<file path="config.mk">
export PLATFORM = sky130hd
export DESIGN_NAME = dpll_phase_range_noise_cfg
export DESIGN_NICKNAME = d
export VERILOG_FILES = /design/src/hdl/edge_window_gate.v /design/src/hdl/dpll_phase_range_noise_cfg.v
export VERILOG_INCLUDE_DIRS = /design/src /design/src/inc
export SDC_FILE = /design/constraint.sdc
export NUM_CORES = 1
export LEC_CHECK = 0
export BUFFER_PORTS_ARGS = -buffer_cell sky130_fd_sc_hd__buf_4
export CELL_PAD_IN_SITES_DETAIL_PLACEMENT = 0
export CELL_PAD_IN_SITES_GLOBAL_PLACEMENT = 1
export CORE_UTILIZATION = 40
export CTS_CLUSTER_DIAMETER = 120
export DETAILED_ROUTE_END_ITERATION = 10
export PLACE_DENSITY = 0.75
export SLEW_MARGIN = 10
export SYNTH_ARGS = -nofsm -noshare
export SYNTH_HDL_FRONTEND = slang
export SYNTH_HIERARCHICAL = 1
export SYNTH_SLANG_ARGS = --single-unit
</file>
<file path="constraint.sdc">
create_clock -name ref_clk -period 4.1 [get_ports ref_clk]
set_input_delay 0.82 -clock ref_clk [delete_from_list [all_inputs] [get_ports ref_clk]]
set_output_delay 0.82 -clock ref_clk [all_outputs]
set_load 0.01 [all_outputs]
</file>
<file path="src/inc/dpll_phase_cfg_regs.vh">
// register offsets, fields, reset values and timing counts of the phase range and edge window block
`ifndef DPLL_PHASE_CFG_REGS_VH
`define DPLL_PHASE_CFG_REGS_VH

// register offsets
`define COARSE_RANGE_OFFSET 8'h74
`define EDGE_WINDOW_OFFSET 8'h75

// reset values
`define COARSE_RANGE_RESET 8'hE5
`define EDGE_WINDOW_RESET 8'h06

// field positions of the coarse range register
`define PHASE_LOSS_EN_BIT 7
`define WIDE_RANGE_EN_BIT 6
`define MULTICYCLE_USE_BIT 5
`define RANGE_CODE_MSB 3
`define RANGE_CODE_LSB 0

// field position of the edge window register
`define EDGE_GATE_EN_BIT 7

// range code limits
`define RANGE_CODE_SAT 4'hC
`define RANGE_UI_MAX 13'h1FFF

// phase word: one unit interval (360 degrees) in fractional steps
`define PHASE_FRAC_BITS 8

// reference frequency select codes
`define FREQ_SEL_HIGH 2'h0
`define FREQ_SEL_2K 2'h1
`define FREQ_SEL_4K 2'h2
`define FREQ_SEL_8K 2'h3

// clock rate and low-frequency reference rates in hertz
`define REF_CLK_HZ 10000000
`define FREQ_2K_HZ 2000
`define FREQ_4K_HZ 4000
`define FREQ_8K_HZ 8000

// window tolerance in percent of the period
`define WINDOW_PERCENT 5

// periods in clock cycles, derived from the rates
`define PERIOD_2K_CYC (`REF_CLK_HZ / `FREQ_2K_HZ)
`define PERIOD_4K_CYC (`REF_CLK_HZ / `FREQ_4K_HZ)
`define PERIOD_8K_CYC (`REF_CLK_HZ / `FREQ_8K_HZ)

// tolerance in cycles, rounded down so the window never widens
`define TOL_2K_CYC (`PERIOD_2K_CYC * `WINDOW_PERCENT / 100)
`define TOL_4K_CYC (`PERIOD_4K_CYC * `WINDOW_PERCENT / 100)
`define TOL_8K_CYC (`PERIOD_8K_CYC * `WINDOW_PERCENT / 100)

`endif

</file>
<file path="src/hdl/edge_window_gate.v">
// edge acceptance window for low-frequency reference inputs
`timescale 1ns/1ps
`default_nettype none
`include "dpll_phase_cfg_regs.vh"

module edge_window_gate (
  input wire ref_clk,
  input wire nrst,
  input wire ref_in,
  input wire gate_en,
  input wire [1:0] freq_sel,
  output reg edge_out,
  output reg edge_rejected
);

  reg sync1_reg;
  reg sync2_reg;
  reg prev_reg;
  reg anchored_reg;
  reg [12:0] cnt_reg;
  wire rise;
  wire low_freq;
  wire [12:0] period;
  wire [12:0] tol;
  wire in_window;
  wire overdue;

  // expected period in cycles for the selected frequency
  function [12:0] period_of;
    input [1:0] sel;
    reg [31:0] full;
    begin
      case (sel)
        `FREQ_SEL_2K: full = `PERIOD_2K_CYC;
        `FREQ_SEL_4K: full = `PERIOD_4K_CYC;
        `FREQ_SEL_8K: full = `PERIOD_8K_CYC;
        default: full = 32'h00000000;
      endcase
      // counts fit in 13 bits, upper bits are always zero
      period_of = full[12:0];
    end
  endfunction

  // tolerance in cycles for the selected frequency
  function [12:0] tol_of;
    input [1:0] sel;
    reg [31:0] full;
    begin
      case (sel)
        `FREQ_SEL_2K: full = `TOL_2K_CYC;
        `FREQ_SEL_4K: full = `TOL_4K_CYC;
        `FREQ_SEL_8K: full = `TOL_8K_CYC;
        default: full = 32'h00000000;
      endcase
      tol_of = full[12:0];
    end
  endfunction

  assign rise = sync2_reg & ~prev_reg;
  assign low_freq = (freq_sel != `FREQ_SEL_HIGH);
  assign period = period_of(freq_sel);
  assign tol = tol_of(freq_sel);
  assign in_window = (cnt_reg >= period - tol) && (cnt_reg <= period + tol);
  assign overdue = (cnt_reg > period + tol);

  //////////////////////////////////////////////////////////////////////////////
  // pin synchroniser and edge detect
  always @(posedge ref_clk or negedge nrst) begin
    if (!nrst) begin
      sync1_reg <= 1'b0;
      sync2_reg <= 1'b0;
      prev_reg <= 1'b0;
    end else begin
      sync1_reg <= ref_in;
      sync2_reg <= sync1_reg;
      prev_reg <= sync2_reg;
    end
  end

  //////////////////////////////////////////////////////////////////////////////
  // window gating, re-anchors on the first edge after a lost period
  always @(posedge ref_clk or negedge nrst) begin
    if (!nrst) begin
      anchored_reg <= 1'b0;
      cnt_reg <= 13'h0000;
      edge_out <= 1'b0;
      edge_rejected <= 1'b0;
    end else begin
      edge_out <= 1'b0;
      edge_rejected <= 1'b0;
      if (cnt_reg != 13'h1FFF) begin
        cnt_reg <= cnt_reg + 13'h0001;
      end
      if (!gate_en || !low_freq) begin
        anchored_reg <= 1'b0;
        if (rise) begin
          edge_out <= 1'b1;
          cnt_reg <= 13'h0000;
        end
      end else if (rise && (!anchored_reg || in_window)) begin
        edge_out <= 1'b1;
        anchored_reg <= 1'b1;
        cnt_reg <= 13'h0000;
      end else begin
        if (rise) begin
          edge_rejected <= 1'b1;
        end
        if (overdue) begin
          anchored_reg <= 1'b0;
        end
      end
    end
  end

endmodule

`default_nettype wire

</file>
<file path="src/hdl/dpll_phase_range_noise_cfg.v">
// phase detector range and input edge window configuration with their detectors
`timescale 1ns/1ps
`default_nettype none
`include "dpll_phase_cfg_regs.vh"

module dpll_phase_range_noise_cfg (
  input wire ref_clk,
  input wire nrst,
  input wire [7:0] reg_addr,
  input wire [7:0] reg_wdata,
  input wire reg_wr,
  output reg [7:0] reg_rdata,
  input wire signed [21:0] phase_err,
  input wire ref_in,
  input wire [1:0] freq_sel,
  output reg phase_loss,
  output reg signed [21:0] dpll_phase,
  output reg [12:0] coarse_track_ui,
  output reg wide_range_active,
  output wire ref_edge,
  output wire ref_edge_rejected
);

  reg [7:0] coarse_range_cfg_reg;
  reg [7:0] input_edge_window_cfg_reg;
  reg [7:0] rdata_next;
  wire [12:0] range_ui;
  wire [12:0] eff_range_ui;
  wire signed [21:0] limit_pos;
  wire signed [21:0] limit_neg;
  wire [21:0] err_mag;
  wire phase_loss_en;
  wire wide_range_en;
  wire multicycle_phase_use;
  wire edge_gate_enable;

  // range in whole unit intervals for a 4-bit code
  function [12:0] range_of_code;
    input [3:0] code;
    begin
      if (code >= `RANGE_CODE_SAT) begin
        range_of_code = `RANGE_UI_MAX;
      end else begin
        range_of_code = (13'h0002 << code) - 13'h0001;
      end
    end
  endfunction

  //////////////////////////////////////////////////////////////////////////////
  // register fields
  assign phase_loss_en = coarse_range_cfg_reg[`PHASE_LOSS_EN_BIT];
  assign wide_range_en = coarse_range_cfg_reg[`WIDE_RANGE_EN_BIT];
  assign multicycle_phase_use = coarse_range_cfg_reg[`MULTICYCLE_USE_BIT];
  assign edge_gate_enable = input_edge_window_cfg_reg[`EDGE_GATE_EN_BIT];

  // decoded range and the range the coarse detector really uses
  assign range_ui = range_of_code(coarse_range_cfg_reg[`RANGE_CODE_MSB:`RANGE_CODE_LSB]);
  assign eff_range_ui = wide_range_en ? range_ui : 13'h0001;

  // clamp limits in fractional phase steps
  assign limit_pos = (multicycle_phase_use && wide_range_en) ?
                     $signed({1'b0, eff_range_ui, 8'h00}) : $signed(22'h000100);
  assign limit_neg = -limit_pos;
  assign err_mag = phase_err[21] ? (22'h000000 - phase_err) : phase_err;

  //////////////////////////////////////////////////////////////////////////////
  // register writes
  always @(posedge ref_clk or negedge nrst) begin
    if (!nrst) begin
      coarse_range_cfg_reg <= `COARSE_RANGE_RESET;
      input_edge_window_cfg_reg <= `EDGE_WINDOW_RESET;
    end else if (reg_wr) begin
      if (reg_addr == `COARSE_RANGE_OFFSET) begin
        coarse_range_cfg_reg <= reg_wdata;
      end
      if (reg_addr == `EDGE_WINDOW_OFFSET) begin
        input_edge_window_cfg_reg <= reg_wdata;
      end
    end
  end

  // read data selection, unmapped reads as zero
  always @* begin
    case (reg_addr)
      `COARSE_RANGE_OFFSET: rdata_next = coarse_range_cfg_reg;
      `EDGE_WINDOW_OFFSET: rdata_next = input_edge_window_cfg_reg;
      default: rdata_next = 8'h00;
    endcase
  end

  //////////////////////////////////////////////////////////////////////////////
  // read data and detector outputs, all registered
  always @(posedge ref_clk or negedge nrst) begin
    if (!nrst) begin
      reg_rdata <= 8'h00;
      phase_loss <= 1'b0;
      dpll_phase <= 22'sh000000;
      coarse_track_ui <= 13'h0001;
      wide_range_active <= 1'b0;
    end else begin
      reg_rdata <= rdata_next;
      // phase loss above the configured coarse range
      phase_loss <= phase_loss_en && (err_mag > {1'b0, range_ui, 8'h00});
      // span followed by the coarse multi-cycle detector
      coarse_track_ui <= eff_range_ui;
      wide_range_active <= wide_range_en;
      // phase result handed to the loop
      if (phase_err > limit_pos) begin
        dpll_phase <= limit_pos;
      end else if (phase_err < limit_neg) begin
        dpll_phase <= limit_neg;
      end else begin
        dpll_phase <= phase_err;
      end
    end
  end

  //////////////////////////////////////////////////////////////////////////////
  // low-frequency edge window on the reference input
  edge_window_gate u_gate (
    .ref_clk(ref_clk),
    .nrst(nrst),
    .ref_in(ref_in),
    .gate_en(edge_gate_enable),
    .freq_sel(freq_sel),
    .edge_out(ref_edge),
    .edge_rejected(ref_edge_rejected)
  );

endmodule

`default_nettype wire

</file>
* After elaboration in Yosys (flattened, before gate mapping)
Cells that the tools add are included.
** Cells by class
- Bitwise gates (word level) :: 2
- Magnitude comparators :: 7
- Shifts and indexed selects :: 1
- Reduce and logical (&&, ||, !) cells :: 13
- Add/subtract/negate cells :: 6
- Mux-type cells :: 21
- Equal/unequal tests :: 6
** Operators by type and width (number)
- $mux 13 :: 6
- $mux 22 :: 3
- $pmux 13 s3 :: 1
- $pmux 8 s3 :: 1
- $gt 22x21->1 :: 1
- $gt 22x22->1 :: 1
- $lt 22x22->1 :: 1
- $neg 21->22 :: 1
- $sub 1x22->22 const A :: 1
- $mux 21 :: 1
- $eq 8x7->1 const B :: 2
- $pmux 8 s2 :: 1
- $add 13x1->13 const B :: 1
- $add 13x8->13 :: 1
- $ge 13x13->1 :: 1
- $gt 13x13->1 :: 1
- $le 13x13->1 :: 1
- $ne 13x13->1 const B :: 1
- $shl 2x4->13 const A :: 1
- $sub 13x1->13 const B :: 1
- $sub 13x8->13 :: 1
- $mux 1 :: 8
- $eq 2x2->1 const B :: 2
- $ge 4x4->1 const B :: 1
- 9 further kinds :: 16
** Word-level totals
- Input bits :: 44
- Register bits after elaboration :: 80
- Word-level logic and storage cells :: 70
- Output and inout bits :: 47

* Depth between registers and ports, before layout
Gate-level depths: netlist of the first run.
- Depth in word-level cells :: 9
- Depth in mapped cells :: 23
- Mapped depth without buffers :: 19

* Hierarchy
The synthesis of the first run kept the hierarchy.
** By module, submodules not included
- dpll_phase_range_noise_cfg :: instances 1, seq. area each 1510.2 um^2, cells each 393, area each 3818.7 um^2
- edge_window_gate :: instances 1, seq. area each 475.5 um^2, cells each 155, area each 1654.1 um^2

* Worst setup path before layout of the first run
OpenSTA, ideal clock, no wires.
- Path type :: register -> register
- From :: register coarse_range_cfg_reg[2]
- To :: register dpll_phase[11]
- Arrival :: 4371 ps
- Library setup time :: 125 ps
- Cell stages (with the launch flop) :: 20
- Buffers on the path :: 4
- Required time :: 3975 ps
- Clock period less this slack :: 4495 ps
- Path slack :: -395 ps
- Cell sequence :: dfstp_2 > clkbuf_1 > clkbuf_1 > nor2_1 > nand3b_1 > ha_1 > clkbuf_1 > nand2b_1 > mux2_2 > o22a_1 > nor2_1 > inv_1 > ha_1 > or4_1 > a21oi_1 > o211ai_1 > ha_1 > clkbuf_1 > a21oi_1 > mux2_2
** On the way
- Word-level cells in the longest chain between the ends :: 9
- Elaborated cells between the ends (all ways) :: 11
- Those cells by class :: 2 x add/sub; 3 x order compare; 1 x shift; 5 x mux
** RTL lines
- start: declaration :: RTL line dpll_phase_range_noise_cfg.v:24 : reg [7:0] coarse_range_cfg_reg;
- start signal: assignment :: RTL line dpll_phase_range_noise_cfg.v:70 : coarse_range_cfg_reg <= `COARSE_RANGE_RESET;
- start signal: assignment :: RTL line dpll_phase_range_noise_cfg.v:74 : coarse_range_cfg_reg <= reg_wdata;
- $shl 2x4->13 :: RTL line dpll_phase_range_noise_cfg.v:44 : range_of_code = (13'h0002 << code) - 13'h0001;
- $sub 13x1->13 :: RTL line dpll_phase_range_noise_cfg.v:44
- $mux 13 * :: RTL line dpll_phase_range_noise_cfg.v:41 : if (code >= `RANGE_CODE_SAT) begin
- $mux 13 * :: RTL line dpll_phase_range_noise_cfg.v:58 : assign eff_range_ui = wide_range_en ? range_ui : 13'h0001;
- $mux 21 * :: RTL line dpll_phase_range_noise_cfg.v:61 : assign limit_pos = (multicycle_phase_use && wide_range_en) ?
- $neg 21->22 :: RTL line dpll_phase_range_noise_cfg.v:63 : assign limit_neg = -limit_pos;
- $lt 22x22->1 :: RTL line dpll_phase_range_noise_cfg.v:110 : end else if (phase_err < limit_neg) begin
- $mux 22 :: RTL line dpll_phase_range_noise_cfg.v:110
- $mux 22 * :: RTL line dpll_phase_range_noise_cfg.v:108 : if (phase_err > limit_pos) begin
- end signal: assignment :: RTL line dpll_phase_range_noise_cfg.v:109 : dpll_phase <= limit_pos;
- end signal: assignment :: RTL line dpll_phase_range_noise_cfg.v:111 : dpll_phase <= limit_neg;
- end signal: assignment :: RTL line dpll_phase_range_noise_cfg.v:113 : dpll_phase <= phase_err;
- end: declaration :: RTL line dpll_phase_range_noise_cfg.v:17 : output reg signed [21:0] dpll_phase,
Every way passes the cells marked *; elsewhere a longest branch is shown, timed or not.
A chain may end at the register's enable or synchronous reset.

* Worst setup path in the final report of the first run
- From :: register coarse_range_cfg_reg[1]
- To :: register dpll_phase[11]
Same word-level chain as after synthesis.

==> qor.csv, run 1 <==
metric,value,unit
slew-limit-headroom,33.4,%
drtPass1Iterations,5,
synth_top_area_share,32.9,%
antennaDiodeCount,0,
final_util,51.4,%
dp.cells,814,
yosys_warnings,6,
tns,0,ns
critPathTopFamily,simple AND/OR/NAND/NOR gates,
period_needed,3.93,ns
final_nets,764,
cts_root_buf,clkbuf_16,
synth_edf_count,0,
arrival,4.16,ns
critPathSlowestCell,or4_1,
grt_overflow_total,0,
routabilityCongestion,0.873,
synth_area_leader_cell,dfrtp_1,
drtIter0Drc,290,
synth_most_common_cell,dfrtp_1,
grt_pass1_vias,4374,
initial_core_util,41.2,%
maxSlewViolCount,0,
worst-setup-path-type,reg -> reg,
cellPowerDensity,343,nW/µm²
synthCells,548,
synth_xor_area_share,4.16,%
leakagePower,0.00321,µW
period_share,95.9,%
antenna_found_initial,0,
cts_buffer_depth,2,
ys_ff_latch,79,
design_power_total,2340,µW
via_per_inst,5.38,
path_cells,nor4_4 > inv_2 > ha_4 > clkbuf_2 > mux2_2 > o22a_1 > nor2_2 > inv_1 > ha_4 > or4_1 > a21oi_2 > o211ai_1 > ha_1 > buf_12 > nor2_1 > a21oi_1 > mux2_2,
start_kind,register,
largest_register_ff_count,22,
critPathBufInv,4,
numPortBuffers,89,
die_h,119,µm
cts_buffers,9,
ys_seq_area_share,36.3,%
synth_area,5470,µm²
synth_compound_area_share,16.2,%
finalHoldViolations,0,
synth.area.top_cells,"dfrtp_1, ha_1, mux2_2, xnor2_1, dfstp_2",
muxShareOfSynthArea,5.97,%
setup_violations,0,
skew,0.00788,ns
end_kind,register,
stdcell_count,833,
critPathMaxStageDelay,0.53,ns
avgSynthCellArea,9.99,µm²
tightestPinTransition,0.998,ns
area_delta_synth_final,24.8,%
critPathMaxFanout,33,
core_area,13300,µm²
ys.flop_type,dfrtp_1,
post-place-ws,0.0373,ns
drt_wl_total,13.9,mm
combPwrFrac,22.4,%
cp_data_required_time,4.33,ns
fmax,0.254,GHz
synth_top_family_by_area,simple AND/OR/NAND/NOR gates,
clockPowerShare,39.5,%
grt_max_degree,80,
drive_above_1_share,28.9,%
ant_nets,0,
drcViolationCount,0,
dp.final_hpwl,10.5,mm
ys_async_sr_fraction,100,%
setup_ws,0.166,ns
seqPwrFrac,38.1,%
maxCapViolCount,0,
die-area,14200,µm²
dr_total_vias,4482,
p_int,1680,µW
holdCritPathClass,reg -> reg,
ir_worst_vdd,0.199,mV
outcome,finished clean,
p_sw,659,µW
ioPinCount,91,
grt_usage,20.3,%
die_width,119,µm
rows,42,
yosysUniqueCellTypes,68,
path_clk_slew,0.06,ns
wl_per_cell,16.6,µm
cts.sinks,79,
ys_top_cells_by_count,"dfrtp_1, ha_1, nor2_1",
syn_nets,660,
yosys.area_share.simple,17.1,%
cts_tree,yes,
h-tree-depth,3,
cts_hold_buf,0,
synth_fa_ha_area_share,15.5,%
sw_frac_of_total,28.2,%
clock_latency,0.34,ns
grt_pass1_wl,22.5,mm
==> power groups by stage <==
stage	clock network [µW]	registers [µW]	logic, µW
6_report	925	891	524
5_1_grt	978	898	586
4_1_cts	944	890	524
3_5_place_dp	0	903	519
3_3_place_gp	0	903	504
2_1_floorplan	0	907	300
==> per-layer routing <==
| metal | track usage, % | wire length (µm) |
|---|---|---|
| met1 | 27.2 | 6470 |
| met2 | 33.2 | 6740 |
| met3 | 3.59 | 448 |
| met4 | 6.65 | 199 |
| met5 | 0 | 0 |
==> kinds of logic (layout without fill, tap and decap cells) <==
kind of cell             count (synthesis)  count (layout)
AND/OR/NAND/NOR                        161             161
AO/OA/AOI/OAI                          125             125
buffers and inverters                   58             167
multiplexers                            30              30
XOR/XNOR                                26              26
adder cells (fa/ha/maj)                 68              68
other                                    1               1
flip-flops                              79              79
==> through the flow <==
stage | hold slack [ns] | cell area, µm²
floorplan | 0.331 | 5500
global placement | 0.339 | 6430
detailed placement | 0.344 | 6430
CTS | 0.357 | 6770
global route | 0.365 | 6830
finish | 0.353 | 6830
==> timing repair <==
action | in CTS | in global routing
endpoints found under the hold margin | 0 | 0
resized for setup | 0 | 8
setup endpoints to repair | 0 | 13
setup buffers | 0 | 3
==> area by class of cell <==
| cell class | instances | area (µm²) |
|---|---|---|
| Timing Repair Buffer | 111 | 856 |
| Fill cell | 1241 | 6460 |
| Sequential cell | 79 | 1990 |
| Clock inverter | 5 | 106 |
| Multi-Input combinational cell | 411 | 3280 |
| Clock buffer | 11 | 233 |
| Tap cell | 176 | 220 |
| Inverter | 40 | 150 |
==> placed cells by master, fill, tap and decap left out, types with 6 or more instances in the layout <==
master and n:
a211oi_1 10, nand4_1 8, mux2i_1 9, inv_1 39, ha_1 66, dfstp_2 7, buf_4 108, mux2_2 21
clkbuf_16 9, a31oi_1 6, and3b_1 6, nand2b_1 9, a21oi_2 11, a21oi_1 20, nor3_1 10, and2_1 8
xnor2_1 26, nand3_1 7, a22o_1 8, o31ai_1 7, nand2_1 29, nor2_1 40, dfrtp_1 72, o21ai_0 29
==> final timing paths <==
path	start	end	slack (ns)	depth (start not counted)
hold / removal	u_gate/sync1_reg	u_gate/sync2_reg	0.35	0
setup / recovery	coarse_range_cfg_reg[1]	dpll_phase[11]	0.17	17
max in group asynchronous	nrst	dpll_phase[8]	2.80	1
hold reg to reg	u_gate/sync1_reg	u_gate/sync2_reg	0.35	0
setup reg to reg	coarse_range_cfg_reg[1]	dpll_phase[11]	0.17	17
min in group asynchronous	nrst	u_gate/cnt_reg[8]	0.62	1
(Power assumes the default switching activity.)
==> run 2: changes to the inputs <==
Settings changed: CORE_UTILIZATION 40 to 48, PLACE_DENSITY 0.75 to 0.85.
Clock period 4.1 ns to 4.7 ns, I/O delays scaled along.
==> run 2 against run 1 <==
Compared with the run above: first-iteration DRC count down 19%; maximum frequency down 8.1%; register-to-register slack better by 0.25 ns; clock power down 22%; total power down 17%; largest cell class unchanged; cell area down 3.3%; count of clock-buffer cells in the layout down 1; sequential share of layout area up 0.99 points; via count down 1.8%; die area down 16%.
==> qor.csv, run 2 (synthesis results as in run 1) <==
metric,value,unit
cts_root_buf,clkbuf_16,
setup_ws,0.420,ns
min_delay_worst_endpoint,u_gate/sync2_reg,
seqPwrFrac,40.3,%
p_int,1370,µW
ant_nets,0,
antennaDiodeCount,0,
core_area,11000,µm²
cts_hold_buf,0,
wl_per_cell,16.1,µm
maxCapViolCount,0,
cellPowerDensity,293,nW/µm²
place_area,6280,µm²
antenna_found_initial,0,
hp-start,u_gate/sync1_reg,
dr_total_vias,4401,
maxSlewViolCount,0,
dp.final_hpwl,9.49,mm
worst_hold_path.num_cells,0,
post_cts_buffers,0,
worst-setup-path-type,reg -> reg,
cts_buffers,9,
grt_overflow_total,0,
period_needed,4.28,ns
ctsResizeCount,0,
clockPowerShare,37.3,%
die_width,109,µm
outcome,finished clean,
grt_max_degree,80,
cts.sinks,79,
tightestPinTransition,0.985,ns
leakagePower,0.00313,µW
r2r_start,coarse_range_cfg_reg[2],
numPortBuffers,89,
grt_usage,23.3,%
drt_wl_total,12.7,mm
critPathMaxFanout,24,
grt_pass1_wl,21.3,mm
h-tree-depth,3,
arrival,4.49,ns
clock_latency,0.34,ns
fmax,0.234,GHz
post-place-ws,0.0813,ns
cts_tree,yes,
regToRegEndpoint,dpll_phase[9],
layout_common_cells,"buf_4, dfrtp_1, ha_1, nor2_1, inv_1",
die-area,11800,µm²
worstSetupStartpoint,coarse_range_cfg_reg[2],
p_sw,568,µW
finalHoldViolations,0,
r2r_cells,17,
holdCritPathClass,reg -> reg,
combPwrFrac,22.4,%
design_power_total,1940,µW
skew,0.00988,ns
start_kind,register,
rows,38,
tns,0,ns
setup_violations,0,
largest_register_ff_count,22,
end_kind,register,
drcViolationCount,0,
ioPinCount,91,
slew-limit-headroom,34.4,%
final_common_cell,buf_4,
path_clk_slew,0.06,ns
ir_worst_vdd,0.251,mV
drtIter0Drc,236,
grt_pass1_vias,4438,
sw_frac_of_total,29.4,%
routabilityCongestion,0.918,
die_h,109,µm
via_per_inst,5.61,
design_area,6610,µm²
cts_buffer_depth,2,
area_delta_synth_final,20.7,%
period_share,91.1,%
rsz0062_at_grt,false,
rrSetupSlack,0.42,ns
drive_above_1_share,27.3,%
cp_data_required_time,4.91,ns
initial_core_util,49.8,%
drtPass1Iterations,4,
final_nets,752,
==> run 2: cell types whose count changed in the layout (fill, tap and decap cells not counted), sizes merged <==
| cell | before | now |
|---|---|---|
| inv | 41 | 44 |
| bufinv | 3 | 1 |
| buf | 110 | 99 |
| clkbuf | 12 | 10 |
==> run 2: metrics by stage <==
stage | utilization, % | instances | hold WS [ns]
after detailed placement | 57.2 | 769 | 0.350
after global placement | 57.2 | 769 | 0.336
after global routing | 60.2 | 785 | 0.378
after CTS | 60.0 | 785 | 0.369
final | 60.2 | 785 | 0.366
after floorplan | - | 548 | 0.331
==> run 2: critical path, cell delays in order, from the launching register on <==
cell and delay (ns):
dfstp_2 0.69, nor2_1 0.13, nand3b_1 0.11, ha_2 0.28
nand2b_1 0.07, mux2_2 0.26, o22a_1 0.23, nor2_1 0.14
inv_1 0.06, ha_1 0.31, or4_1 0.51, a21oi_1 0.13
o211ai_1 0.14, ha_2 0.62, buf_4 0.24, nand2_1 0.06
o21ai_0 0.06, mux2i_1 0.09
==> run 2: cell type report <==
class                           count  area (µm²)
Sequential cell                    79        1990
Fill cell                         953        4380
Clock buffer                       10         239
Inverter                           40         150
Multi-Input combinational cell    411        3240
Tap cell                          140         175
Clock inverter                      6        72.6
Timing Repair Buffer               99         743
==> run 2: layer usage <==
layer,track usage [%],part of all wire [%],up-vias
met2,36.9,47,112
met3,5.08,4.8,24
met5,0,0,-
li1,-,-,2164
met1,31.1,46,2101
met4,9.17,2.4,0
==> run 2: worst max path at each step <==
stage | cells past startpoint | end | slack, ns
final | 17 | dpll_phase[9] | 0.42
after global routing | 19 | dpll_phase[17] | 0.05
after CTS | 16 | dpll_phase[18] | 0.03
after detailed placement | 16 | dpll_phase[18] | 0.08
after global placement | 17 | dpll_phase[9] | 0.28
after floorplan | 19 | dpll_phase[11] | 0.20
==> run 2: power by group through the flow <==
stage | combinational (µW) | clock, µW | sequential [µW]
after floorplan | 259 | 0 | 791
after global placement | 421 | 0 | 791
after detailed placement | 433 | 0 | 791
after CTS | 435 | 742 | 780
after global routing | 487 | 769 | 786
final | 434 | 721 | 780
==> run 3: changes to the inputs <==
Settings changed: BUFFER_PORTS_ARGS -buffer_cell sky130_fd_sc_hd__buf_4 to -buffer_cell sky130_fd_sc_hd__buf_2, CELL_PAD_IN_SITES_DETAIL_PLACEMENT 0 to default, CELL_PAD_IN_SITES_GLOBAL_PLACEMENT 1 to default, CORE_UTILIZATION 48 to 55, PLACE_DENSITY 0.85 to 0.76, SETUP_SLACK_MARGIN from default to 0.5.
==> run 3 against run 2 <==
Compared with the run above: utilization rose by 4.7 points; sequential power fell by 0.6%; final cell count fell by 0.76%; critical path depth did not move; sequential share of layout area rose by 1.4 points; worst hold slack got worse by 0.0073 ns; clock skew barely moved; highest routed layer unchanged; flip-flop and latch count did not move; global-route usage rose by 3.3 points; wire length rose by 0.65%; first-iteration DRC count fell by 28%.
==> qor.csv, run 3 (synthesis results as in run 1) <==
metric,value,unit
dr_total_vias,4439,
ir_worst_vdd,0.224,mV
skew,0.00998,ns
rsz0062_at_grt,false,
drt_wl_total,12.8,mm
drtPass1Iterations,4,
holdCritPathClass,reg -> reg,
cts.sinks,79,
dp.final_hpwl,9.66,mm
via_per_inst,5.70,
fmax,0.255,GHz
grt_overflow_total,0,
h-tree-depth,3,
finalHoldViolations,0,
grt_pass1_wl,21.2,mm
end_kind,register,
ff_latch_area,1990,µm²
layout_common_cells,"buf_2, dfrtp_1, ha_1, nor2_1, inv_1",
rows,36,
final_common_cell,buf_2,
maxCapViolCount,0,
routabilityCongestion,0.950,
fillers,826,
cts_buffer_depth,2,
antenna_found_initial,0,
worst-setup-path-type,reg -> reg,
core_area,9730,µm²
period_share,83.5,%
critPathMaxFanout,33,
tightestPinTransition,0.981,ns
start_kind,register,
drive_above_1_share,27.6,%
ant_nets,0,
wl_per_cell,16.4,µm
outcome,finished clean,
design_power_total,1720,µW
arrival,4.16,ns
path_clk_slew,0.08,ns
post-place-ws,0.437,ns
grt_max_degree,80,
cellPowerDensity,272,nW/µm²
initial_core_util,56.3,%
final_nets,753,
tns,0,ns
setup_violations,0,
largest_register_ff_count,22,
antennaDiodeCount,0,
drtIter0Drc,170,
die_h,102,µm
maxSlewViolCount,0,
ioPinCount,91,
grt_usage,26.6,%
setup_ws,0.778,ns
cts_buffers,9,
clock_latency,0.35,ns
die_width,102,µm
cts_tree,yes,
die-area,10400,µm²
whs,0.358,ns
numPortBuffers,89,
drcViolationCount,0,
slew-limit-headroom,34.6,%
cp_data_required_time,4.94,ns
multi_input_area,3260,µm²
cts_root_buf,clkbuf_8,
grt_pass1_vias,4422,
area_delta_synth_final,15.3,%
place_area,6070,µm²
design_area,6310,µm²
leakagePower,0.00302,µW
period_needed,3.92,ns
==> run 3: cell count changes in the layout (fill, tap and decap cells not counted), sizes merged <==
cell and delta:
clkbuf +1, clkinv +1, buf +1, inv -2
==> run 3: worst paths after layout <==
| kind | start | cells after the start | to | slack, ns |
|---|---|---|---|---|
| worst max register to register | coarse_range_cfg_reg[2] | 17 | dpll_phase[11] | 0.78 |
| worst min-delay path | u_gate/sync1_reg | 0 | u_gate/sync2_reg | 0.36 |
| max in group asynchronous | nrst | 1 | dpll_phase[0] | 3.32 |
| worst min register to register | u_gate/sync1_reg | 0 | u_gate/sync2_reg | 0.36 |
| min in group asynchronous | nrst | 1 | u_gate/cnt_reg[9] | 0.73 |
| worst max-delay path | coarse_range_cfg_reg[2] | 17 | dpll_phase[11] | 0.78 |
==> run 3: layout make-up <==
class | instances | share of cell area [%]
sequential | 79 | 31.5
inverter | 40 | 2.38
multi-input combinational | 411 | 51.7
timing repair buffer | 100 | 8.60
clock buffer | 11 | 2.24
clock inverter | 5 | 1.01
tap | 133 | 2.64
==> run 3: critical path, stage by stage (launching register included) <==
cell and delay (ns):
dfstp_2 0.58, nor2_1 0.09, nand3b_1 0.15, ha_4 0.21, nand2b_1 0.06, mux2_2 0.26
o22a_1 0.24, nor2_2 0.16, inv_1 0.06, ha_1 0.31, or4_1 0.51, a21oi_1 0.13
o211ai_1 0.12, ha_1 0.33, buf_12 0.18, nor2_1 0.11, a21oi_1 0.04, mux2_2 0.26
==> run 3: report_power, final <==
part	internal, µW	total (µW)	switching, µW
Clock	265	527	262
Combinational	177	416	239
Sequential	733	775	42.1
==> run 3: timing repair <==
action / in CTS / in global routing
hold buffers: 0 / 0
hold endpoints to repair: 0 / 0
setup endpoints to repair: 14 / 17
setup buffers: 2 / 0
resized for setup: 2 / 6
pin swaps: 0 / 0
==> run 3: layer usage <==
layer	track usage, %	wire [µm]
met1	35.4	5960
met2	44.2	6150
met3	4.35	469
met4	8.92	183
met5	0	0
==> run 3: stage by stage <==
stage,std cells,util [%]
floorplan,548,-
global placement,761,62.3
detailed placement,761,62.3
CTS,779,64.7
global route,779,64.9
finish,779,64.9
